File: src/verilog/ftxh_map.svh
`ifndef FTXH_MAP_SVH
`define FTXH_MAP_SVH

// Instruction word fields.
`define FTXH_OPCODE_MSB            31
`define FTXH_OPCODE_LSB            24
`define FTXH_DESTINATION_REGISTER_MSB              23
`define FTXH_DESTINATION_REGISTER_LSB              16
`define FTXH_SOURCE_OPERAND_A_MSB              15
`define FTXH_SOURCE_OPERAND_A_LSB              8
`define FTXH_SOURCE_OPERAND_B_MSB              7
`define FTXH_SOURCE_OPERAND_B_LSB              0
`define FTXH_IMM_SELECT_BIT        24

// Opcodes handled by this block.
`define FTXH_OP_EXTRACT_REG        8'h7A
`define FTXH_OP_EXTRACT_IMM        8'h7B
`define FTXH_OP_SINGLE_FLOAT_ADD   8'hFC
`define FTXH_OP_SINGLE_FLOAT_SUB   8'hF2
`define FTXH_OP_SINGLE_FLOAT_MUL   8'hF4
`define FTXH_OP_SINGLE_FLOAT_DIV   8'hF6
`define FTXH_OP_SINGLE_TO_DBL_MUL  8'hF9
`define FTXH_OP_SINGLE_FLOAT_EQ    8'hEA
`define FTXH_OP_SINGLE_FLOAT_GE    8'hEE
`define FTXH_OP_SINGLE_FLOAT_GT    8'hEC
`define FTXH_OP_HALT               8'h89

// Trap vector numbers raised by this block.
`define FTXH_VEC_PROTECTION        8'h05
`define FTXH_VEC_FLOAT_ADD         8'h20
`define FTXH_VEC_FLOAT_SUB         8'h21
`define FTXH_VEC_FLOAT_MUL         8'h22
`define FTXH_VEC_FLOAT_DIV         8'h23
`define FTXH_VEC_TO_DBL_MUL        8'h24
`define FTXH_VEC_FLOAT_EQ          8'h25
`define FTXH_VEC_FLOAT_GE          8'h26
`define FTXH_VEC_FLOAT_GT          8'h27

// Boolean encodings of a compare result.
`define FTXH_BOOL_TRUE             32'h8000_0000
`define FTXH_BOOL_FALSE            32'h0000_0000

// Single-precision field values.
`define FTXH_EXP_ALL_ONES          8'hFF
`define FTXH_MANT_ZERO             23'h00_0000
`define FTXH_MAG_ZERO              31'h0000_0000

// Reset values.
`define FTXH_PTR_RST               8'h00
`define FTXH_WORD_RST              32'h0000_0000
`define FTXH_VEC_RST               8'h00
`define FTXH_RMODE_RST             2'h0

`endif

File: src/verilog/ftxh_pkg.sv
`default_nettype none

package ftxh_pkg;

   typedef enum logic [3:0] {
      FTXH_RUN       = 4'h1,
      FTXH_HALT_PEND = 4'h2,
      FTXH_DRAIN     = 4'h4,
      FTXH_HALTED    = 4'h8
   } ftxh_state_t;

endpackage

`default_nettype wire
File: src/verilog/ftxh_decode.sv
`timescale 1ns/10ps
`default_nettype none
`include "ftxh_map.svh"

// Notes on behaviour
// - Extract joins A above B, shifts left by count, keeps upper 32 bits.
// - With equal operands the extract becomes a left rotation.
// - Single add opcode raises its own trap, computes nothing.
// - Single divide opcode raises its own trap.
// - Single-to-double multiply opcode raises its own trap.
// - Single equality compare opcode raises its own trap.
// - Single greater-or-equal compare opcode raises its own trap.
// - Single greater-than compare opcode raises its own trap.
// - Single multiply opcode raises its own trap.
// - Single subtract opcode raises its own trap.
// - Each float trap loads pointers A, B, C with source and destination numbers.
// - Compares yield TRUE or FALSE word, rounding mode ignored.
// - Add, subtract, multiply, divide round per rounding mode field.
// - Widening multiply is exact, independent of rounding mode.
// - Halt enters halt mode on the second cycle after it, through one pending cycle.
// - External data accesses in flight finish before halted.
// - Halt needs supervisor mode, else protection trap unless disabled at reset.
// - Exception of instruction after halt is trapped before halting.
// - Immediate select makes source B the zero-extended 8-bit immediate.
module ftxh_decode (
   input  wire logic        clk,
   input  wire logic        arst_n,
   input  wire logic        instrValid,
   input  wire logic [31:0] instrWord,
   input  wire logic        instrException,
   input  wire logic [7:0]  instrExceptionVector,
   input  wire logic        supervisorMode,
   input  wire logic [31:0] regAData,
   input  wire logic [31:0] regBData,
   input  wire logic [4:0]  funnelShiftCount,
   input  wire logic [1:0]  roundingModeField,
   input  wire logic        extAccessBusy,
   input  wire logic        protTrapDisableStrap,
   input  wire logic        haltResume,
   output logic             instrReady,
   output logic             resultValid,
   output logic      [31:0] resultData,
   output logic      [7:0]  resultDest,
   output logic             trapValid,
   output logic      [7:0]  trapVector,
   output logic      [7:0]  indirectPointerA,
   output logic      [7:0]  indirectPointerB,
   output logic      [7:0]  indirectPointerC,
   output logic      [1:0]  trapRoundingMode,
   output logic             trapRoundingApplies,
   output logic      [31:0] trapCompareWord,
   output logic             haltMode
);

   ftxh_pkg::ftxh_state_t state_reg;
   ftxh_pkg::ftxh_state_t state_next;

   logic [7:0]  opcode;
   logic [7:0]  destinationRegister;
   logic [7:0]  sourceRegA;
   logic [7:0]  sourceRegB;
   logic [31:0] sourceOperandA;
   logic [31:0] sourceOperandB;
   logic [31:0] pulledWord;
   logic        accept;
   logic        isExtract;
   logic        isHalt;
   logic        fpTrapHit;
   logic [7:0]  fpTrapVector;
   logic        roundApplies;
   logic        isCompare;
   logic        cmpTrue;
   logic        cmpEqual;
   logic        cmpGreater;
   logic        unordered;
   logic        protDisable_reg;
   logic        strapTaken_reg;
   logic        protViolation;
   logic        haltTaken;
   logic        pendException;

   logic        instrReady_reg;
   logic        resultValid_reg;
   logic [31:0] resultData_reg;
   logic [7:0]  resultDest_reg;
   logic        trapValid_reg;
   logic [7:0]  trapVector_reg;
   logic [7:0]  ptrA_reg;
   logic [7:0]  ptrB_reg;
   logic [7:0]  ptrC_reg;
   logic [1:0]  trapRmode_reg;
   logic        trapRapplies_reg;
   logic [31:0] trapCmp_reg;
   logic        haltMode_reg;

   function automatic logic isNan(input logic [31:0] v);
      isNan = (v[30:23] == `FTXH_EXP_ALL_ONES) && (v[22:0] != `FTXH_MANT_ZERO);
   endfunction

   assign opcode              = instrWord[`FTXH_OPCODE_MSB:`FTXH_OPCODE_LSB];
   assign destinationRegister = instrWord[`FTXH_DESTINATION_REGISTER_MSB:`FTXH_DESTINATION_REGISTER_LSB];
   assign sourceRegA          = instrWord[`FTXH_SOURCE_OPERAND_A_MSB:`FTXH_SOURCE_OPERAND_A_LSB];
   assign sourceRegB          = instrWord[`FTXH_SOURCE_OPERAND_B_MSB:`FTXH_SOURCE_OPERAND_B_LSB];

   assign sourceOperandA = regAData;
   // The immediate form reuses the source B byte of the word as the constant.
   assign sourceOperandB = instrWord[`FTXH_IMM_SELECT_BIT] ?
                           {24'h00_0000, sourceRegB} : regBData;

   ftxh_funnel u_funnel (
      .upperWord  (sourceOperandA),
      .lowerWord  (sourceOperandB),
      .shiftCount (funnelShiftCount),
      .pulledWord (pulledWord)
   );

   // Float compare on raw words; a NaN on either side is unordered and gives FALSE.
   always_comb begin
      unordered = isNan(regAData) || isNan(regBData);
      cmpEqual  = (regAData == regBData) ||
                  ((regAData[30:0] == `FTXH_MAG_ZERO) && (regBData[30:0] == `FTXH_MAG_ZERO));
      if (cmpEqual) begin
         cmpGreater = 1'b0;
      end else if (regAData[31] != regBData[31]) begin
         cmpGreater = !regAData[31];
      end else if (!regAData[31]) begin
         cmpGreater = regAData[30:0] > regBData[30:0];
      end else begin
         cmpGreater = regAData[30:0] < regBData[30:0];
      end
   end

   always_comb begin
      fpTrapHit    = 1'b1;
      fpTrapVector = `FTXH_VEC_RST;
      roundApplies = 1'b0;
      isCompare    = 1'b0;
      cmpTrue      = 1'b0;
      isExtract    = 1'b0;
      isHalt       = 1'b0;
      case (opcode)
         `FTXH_OP_SINGLE_FLOAT_ADD: begin
            fpTrapVector = `FTXH_VEC_FLOAT_ADD;
            roundApplies = 1'b1;
         end
         `FTXH_OP_SINGLE_FLOAT_SUB: begin
            fpTrapVector = `FTXH_VEC_FLOAT_SUB;
            roundApplies = 1'b1;
         end
         `FTXH_OP_SINGLE_FLOAT_MUL: begin
            fpTrapVector = `FTXH_VEC_FLOAT_MUL;
            roundApplies = 1'b1;
         end
         `FTXH_OP_SINGLE_FLOAT_DIV: begin
            fpTrapVector = `FTXH_VEC_FLOAT_DIV;
            roundApplies = 1'b1;
         end
         `FTXH_OP_SINGLE_TO_DBL_MUL: begin
            fpTrapVector = `FTXH_VEC_TO_DBL_MUL;
            roundApplies = 1'b0;
         end
         `FTXH_OP_SINGLE_FLOAT_EQ: begin
            fpTrapVector = `FTXH_VEC_FLOAT_EQ;
            isCompare    = 1'b1;
            cmpTrue      = cmpEqual && !unordered;
         end
         `FTXH_OP_SINGLE_FLOAT_GE: begin
            fpTrapVector = `FTXH_VEC_FLOAT_GE;
            isCompare    = 1'b1;
            cmpTrue      = (cmpEqual || cmpGreater) && !unordered;
         end
         `FTXH_OP_SINGLE_FLOAT_GT: begin
            fpTrapVector = `FTXH_VEC_FLOAT_GT;
            isCompare    = 1'b1;
            cmpTrue      = cmpGreater && !unordered;
         end
         `FTXH_OP_EXTRACT_REG, `FTXH_OP_EXTRACT_IMM: begin
            fpTrapHit = 1'b0;
            isExtract = 1'b1;
         end
         `FTXH_OP_HALT: begin
            fpTrapHit = 1'b0;
            isHalt    = 1'b1;
         end
         default: begin
            fpTrapHit = 1'b0;
         end
      endcase
   end

   assign accept        = instrValid && (state_reg == ftxh_pkg::FTXH_RUN);
   // Until the strap is caught the protection trap counts as enabled.
   assign protViolation = accept && !instrException && isHalt && !supervisorMode &&
                          !(strapTaken_reg && protDisable_reg);
   assign haltTaken     = accept && !instrException && isHalt && supervisorMode;
   assign pendException = instrValid && instrException &&
                          (state_reg == ftxh_pkg::FTXH_HALT_PEND);

   // The strap is a level taken once, on the first edge after reset release.
   always_ff @(posedge clk or negedge arst_n) begin
      if (!arst_n) begin
         strapTaken_reg  <= 1'b0;
         protDisable_reg <= 1'b0;
      end else if (!strapTaken_reg) begin
         strapTaken_reg  <= 1'b1;
         protDisable_reg <= protTrapDisableStrap;
      end
   end

   always_comb begin
      state_next = state_reg;
      case (state_reg)
         ftxh_pkg::FTXH_RUN: begin
            if (haltTaken) begin
               state_next = ftxh_pkg::FTXH_HALT_PEND;
            end
         end
         ftxh_pkg::FTXH_HALT_PEND: begin
            // A trapped follower costs one cycle, so its trap is out before halting.
            if (extAccessBusy || pendException) begin
               state_next = ftxh_pkg::FTXH_DRAIN;
            end else begin
               state_next = ftxh_pkg::FTXH_HALTED;
            end
         end
         ftxh_pkg::FTXH_DRAIN: begin
            if (!extAccessBusy) begin
               state_next = ftxh_pkg::FTXH_HALTED;
            end
         end
         ftxh_pkg::FTXH_HALTED: begin
            if (haltResume) begin
               state_next = ftxh_pkg::FTXH_RUN;
            end
         end
         default: begin
            state_next = ftxh_pkg::FTXH_RUN;
         end
      endcase
   end

   always_ff @(posedge clk or negedge arst_n) begin
      if (!arst_n) begin
         state_reg      <= ftxh_pkg::FTXH_RUN;
         instrReady_reg <= 1'b1;
         haltMode_reg   <= 1'b0;
      end else begin
         state_reg      <= state_next;
         instrReady_reg <= (state_next == ftxh_pkg::FTXH_RUN);
         haltMode_reg   <= (state_next == ftxh_pkg::FTXH_HALTED);
      end
   end

   always_ff @(posedge clk or negedge arst_n) begin
      if (!arst_n) begin
         trapValid_reg  <= 1'b0;
         trapVector_reg <= `FTXH_VEC_RST;
      end else begin
         trapValid_reg <= 1'b0;
         if ((accept && instrException) || pendException) begin
            trapValid_reg  <= 1'b1;
            trapVector_reg <= instrExceptionVector;
         end else if (protViolation) begin
            trapValid_reg  <= 1'b1;
            trapVector_reg <= `FTXH_VEC_PROTECTION;
         end else if (accept && fpTrapHit) begin
            trapValid_reg  <= 1'b1;
            trapVector_reg <= fpTrapVector;
         end
      end
   end

   // The handler finishes the float work, so it is given all it needs here.
   always_ff @(posedge clk or negedge arst_n) begin
      if (!arst_n) begin
         ptrA_reg         <= `FTXH_PTR_RST;
         ptrB_reg         <= `FTXH_PTR_RST;
         ptrC_reg         <= `FTXH_PTR_RST;
         trapRmode_reg    <= `FTXH_RMODE_RST;
         trapRapplies_reg <= 1'b0;
         trapCmp_reg      <= `FTXH_WORD_RST;
      end else if (accept && !instrException && fpTrapHit) begin
         ptrA_reg         <= sourceRegA;
         ptrB_reg         <= sourceRegB;
         ptrC_reg         <= destinationRegister;
         trapRmode_reg    <= roundApplies ? roundingModeField : `FTXH_RMODE_RST;
         trapRapplies_reg <= roundApplies;
         trapCmp_reg      <= (isCompare && cmpTrue) ? `FTXH_BOOL_TRUE : `FTXH_BOOL_FALSE;
      end
   end

   always_ff @(posedge clk or negedge arst_n) begin
      if (!arst_n) begin
         resultValid_reg <= 1'b0;
         resultData_reg  <= `FTXH_WORD_RST;
         resultDest_reg  <= `FTXH_PTR_RST;
      end else begin
         resultValid_reg <= 1'b0;
         if (accept && !instrException && isExtract) begin
            resultValid_reg <= 1'b1;
            resultData_reg  <= pulledWord;
            resultDest_reg  <= destinationRegister;
         end
      end
   end

   assign instrReady          = instrReady_reg;
   assign resultValid         = resultValid_reg;
   assign resultData          = resultData_reg;
   assign resultDest          = resultDest_reg;
   assign trapValid           = trapValid_reg;
   assign trapVector          = trapVector_reg;
   assign indirectPointerA    = ptrA_reg;
   assign indirectPointerB    = ptrB_reg;
   assign indirectPointerC    = ptrC_reg;
   assign trapRoundingMode    = trapRmode_reg;
   assign trapRoundingApplies = trapRapplies_reg;
   assign trapCompareWord     = trapCmp_reg;
   assign haltMode            = haltMode_reg;

endmodule

`default_nettype wire

File: src/verilog/ftxh_funnel.sv
`timescale 1ns/10ps
`default_nettype none

module ftxh_funnel (
   input  wire logic [31:0] upperWord,
   input  wire logic [31:0] lowerWord,
   input  wire logic [4:0]  shiftCount,
   output logic      [31:0] pulledWord
);

   logic [63:0] joined;
   logic [63:0] shifted;

   assign joined     = {upperWord, lowerWord};
   assign shifted    = joined << shiftCount;
   // Equal halves make the upper word a left rotation of the operand.
   assign pulledWord = shifted[63:32];

endmodule

`default_nettype wire

File: config.mk
export PLATFORM = sky130hd
export DESIGN_NAME = ftxh_decode
export DESIGN_NICKNAME = d
export VERILOG_FILES = /design/src/verilog/ftxh_pkg.sv /design/src/verilog/ftxh_decode.sv /design/src/verilog/ftxh_funnel.sv
export VERILOG_INCLUDE_DIRS = /design/src /design/src/verilog
export SDC_FILE = /design/constraint.sdc
export NUM_CORES = 1
export LEC_CHECK = 0
export CORE_ASPECT_RATIO = 0.7
export CORE_MARGIN = 4
export CORE_UTILIZATION = 65
export CTS_BUF_LIST = sky130_fd_sc_hd__clkbuf_8
export CTS_CLUSTER_DIAMETER = 120
export CTS_CLUSTER_SIZE = 8
export DETAILED_ROUTE_END_ITERATION = 7
export DONT_BUFFER_PORTS = 1
export PLACE_DENSITY_LB_ADDON = 0.08
export SYNTH_ARGS = -nofsm -noshare
export SYNTH_HDL_FRONTEND = slang
export SYNTH_HIERARCHICAL = 1
export SYNTH_SLANG_ARGS = --single-unit
File: constraint.sdc
create_clock -name clk -period 7.05 [get_ports clk]
set_input_delay 1.0575 -clock clk [delete_from_list [all_inputs] [get_ports clk]]
set_output_delay 1.0575 -clock clk [all_outputs]
set_load 0.02 [all_outputs]
Word level (Yosys, flattened, before mapping)
Cells that the tools add are included.

Register bits: 117. Input port bits: 119. Output and inout port bits: 111. Word-level logic and storage cells: 104.

$lt $le $gt $ge: 2. Equal/unequal tests: 21. Shift operators: 1. Muxes and demuxes: 25. Reductions and logical operators: 39.

Operators with widths (count): equality test 8 bit, second input constant (11); 2-to-1 mux 32 bit (2); left shift 64 x 5 -> 64 bit (1); logical NOT 31 bit (2); case mux 6 bit (8 select lines) (1); nonzero test 23 bit (2); equality test 32 bit (1); greater-than comparator 31 bit (1); less-than comparator 31 bit (1); 2-to-1 mux 8 bit (3); logical AND 1 bit (20); equality test 8 x 7 -> 1 bit, second input constant (2); 2-to-1 mux 4 bit (4); case mux 4 bit (4 select lines) (1); 2-to-1 mux 1 bit (12); equality test 4 x 1 -> 1 bit, second input constant (2); equality test 4 bit, second input constant (2); OR reduction 8 bit (1); logical NOT 1 bit (5); logical OR 1 bit (5); equality test 4 x 2 -> 1 bit, second input constant (1); equality test 4 x 3 -> 1 bit, second input constant (1); OR reduction 4 bit (1); case mux 1 bit (3 select lines) (1); 5 further kinds (5).

Depth between registers and ports, before layout
Word-level depth: 9. Depth in mapped cells: 10. Mapped depth without buffers: 9.

Cells and area by module
Netlist, hierarchy kept.

By module, submodules not included: ftxh_decode (instances 1, cells each 462, area an instance 4860.9 um2, seq. area each 2154.6 um2); ftxh_funnel (instances 1, cells each 364, area an instance 3338.2 um2, seq. area each 0.0 um2).

Least setup slack after synthesis
OpenSTA, ideal clock, no wires.

Kind: input to register. Start point: input port instrWord[24]. End point: register resultData_reg[13] (netlist: resultData[13]). Data arrival time: 3453 ps. Required time: 6925 ps. Path slack: 3472 ps. Stages on the path: 9. Path buffers: 3. Cells stage by stage: clkbuf_2 clkbuf_1 clkbuf_1 nor2_1 mux4_1 mux2_2 and2_1 or4_1 mux2_2.

Elaborated cells on any way between the ends: 7. Classes of those cells: eq/ne: 2; shift: 1; mux: 2; reduce/logical: 2.

RTL lines: start: declaration (line ftxh_decode.sv:29) `input wire logic [31:0] instrWord,`; 2-to-1 mux 32 bit (line ftxh_decode.sv:107) `` assign sourceOperandB = instrWord[`FTXH_IMM_SELECT_BIT] ? ``; net sourceOperandB[30] (line ftxh_decode.sv:63) `logic [31:0] sourceOperandB;`; left shift 64 x 5 -> 64 bit (line ftxh_funnel.sv:15) `assign shifted = joined << shiftCount;`; net pulledWord[13] (line ftxh_decode.sv:64) `logic [31:0] pulledWord;`; end signal: assignment (line ftxh_decode.sv:295) `` resultData_reg <= `FTXH_WORD_RST; ``; end signal: assignment (line ftxh_decode.sv:301) `resultData_reg <= pulledWord;`; end: declaration (line ftxh_decode.sv:84) `logic [31:0] resultData_reg;`.

The timed path passes the listed nets, and every way through them passes these cells. A chain may end at the register's enable or synchronous reset.

Worst setup path in the final report
Start point: input port regBData[26]. End point: register resultData_reg[22] (netlist: resultData[22]).

Cells in the longest elaborated chain, start to end: 2.

RTL lines: start: declaration (line ftxh_decode.sv:34) `input wire logic [31:0] regBData,`; 2-to-1 mux 32 bit (line ftxh_decode.sv:107); net sourceOperandB[26] (line ftxh_decode.sv:63); left shift 64 x 5 -> 64 bit (line ftxh_funnel.sv:15); net pulledWord[22] (line ftxh_decode.sv:64).

The timed path passes the listed nets, and every way through them passes these cells.

==> out/metrics.cfg <==
[critical_path]
crit_path_max_fanout=5
critPathRequiredTime_ns=7.29
worst_setup_path_end_kind=flop
slowest_delay_ns=0.54
crit_path_start_kind=input pin
crit_chain=inv_1, nor2_1, mux4_1, mux2_2, mux2i_1, o221ai_1, mux2_2
cp_slowest_cell=mux4_1
worstSetupPathType=in -> reg
cp.arrival_ns=3.12
crit_top_cell=mux2_2

[clocking]
cts_resized=0
cts_buffers=9
post_cts_buffers=0
clk_pin_slew_ns=0.09
clk_latency_ns=0.35
cts_root_buffer=clkbuf_8
cts_tree=built
htreeDepth=3
cts_hold_buf=0
clock_path_buffers=2
cts.sinks=86

[floorplan]
dieArea_um2=14480
fp-row-count=33
coreArea_um2=12020
io_pins=230
fp.dieH_um=101.9
initial_utilization_pct=68.15
die_w_um=142.1

[drt]
routed-via-count=7340
remaining_drc_errors=0
routed_wl_um=28370
antenna_left=0
routedWlPerCell_um=29.86
dr.first_iter.drc_count=1289
viasPerCell=7.726
drt-pass1-iter-count=6

[timing]
period_share_pct=40.88
setup_viol=0
skew_ns=0.008716
slew_viol_final=0
period_needed_ns=2.882
hold_violations=0
max_clock_freq_mhz=347.0
rsz0062_at_grt=false
worst_slew_pin_slew_ns=1.271
max_slew_margin_pct=14.65
timing.setup.tns_ns=0

[cells_and_area]
design_area_um2=8223
num_antenna_cells=0
multiInputGateArea_um2=5485
drive_gt1_share_pct=21.31
final_common_cell=mux2_2
final_cell_mix=mux2_2, dfrtp_1, mux2i_1, nand2_1, nor2_1
fillCellCount=881
fin_nets=938
largest_reg_flops=32
regArea_um2=2155
area_growth_syn_to_layout_pct=0.4279

[status]
status=completed

[logic_synthesis]
ys_warn_count=6
postSynthAreaPerCell_um2=9.925
syn_inst=825
syn_area_um2=8188

[grt]
grt_max_degree=87
antenna_found_initial=0
grt_use_total_pct=37.53
grt_first_pass_wirelength_um=41300
grt_pass1_vias=7010
gr-total-overflow=0

[pwr]
power_leakage_nw=3.760
powerDensity_nw_per_um2=163.6
ir_drop_v=0.0001154

[placement]
place_hpwl_um=22530
portBuffers=0
place_area_um2=8024
gp_congestion=1.109

[min_path]
holdCritPathClass=in -> async

[run]
cap_violations=0

[area by class of cell]
class                           count  share of cell area (%)
Clock inverter                      6                  0.7456
Multi-Input combinational cell    647                   66.71
Timing Repair Buffer                6                  0.5478
Sequential cell                    86                   26.20
Tap cell                          157                   2.389
Clock buffer                       10                   1.674
Inverter                           38                   1.735
[critical path: cells and delay by family]
| kind | cells | cell delay, ns |
|---|---|---|
| AO/OA/AOI/OAI | 1 | 0.26 |
| buffers and inverters | 1 | 0.12 |
| multiplexers | 4 | 1.55 |
| AND/OR/NAND/NOR | 1 | 0.12 |
[worst paths after layout]
kind,startpoint,to,slack [ns],cells after the start
min in group clk,protDisable_reg,protDisable_reg,0.53,1
hold reg to reg,protDisable_reg,protDisable_reg,0.53,1
setup reg to reg,state_reg[0],resultData[7],4.40,7
hold / removal,arst_n,resultDest[6],0.39,0
max in group asynchronous,arst_n,instrReady,6.44,0
setup / recovery,regBData[26],resultData[22],4.17,7
[through the flow]
step                      hold WS (ns)  setup WS (ns)  util, %  instances  power [W]
after floorplan                 0.4797          3.489        -        855  0.0009270
after global placement          0.4892          3.953    66.78        934  0.0009784
after detailed placement        0.5112          3.942    66.78        934  0.0009855
after CTS                       0.3741          4.322    68.44        950   0.001334
after global routing            0.3623          4.202    68.44        950   0.001396
final                           0.3892          4.168    68.44        950   0.001345
[report_power, final]
| part | total (W) | leakage (nW) | internal (W) | switching (W) |
|---|---|---|---|---|
| Combinational | 0.000381 | 2.50 | 0.000167 | 0.000213 |
| Clock | 0.000350 | 0.108 | 0.000173 | 0.000177 |
| Sequential | 0.000615 | 1.15 | 0.000533 | 0.0000818 |
| Total | 0.00135 | 3.76 | 0.000874 | 0.000472 |
[layer usage]
layer | global-route usage [%] | routed length, µm
met4 | 10.69 | 878
met3 | 17.03 | 4857
met2 | 55.53 | 12070
met5 | 2.961 | 62
met1 | 49.78 | 10510
Note: power is estimated with default switching activity, not from simulation.
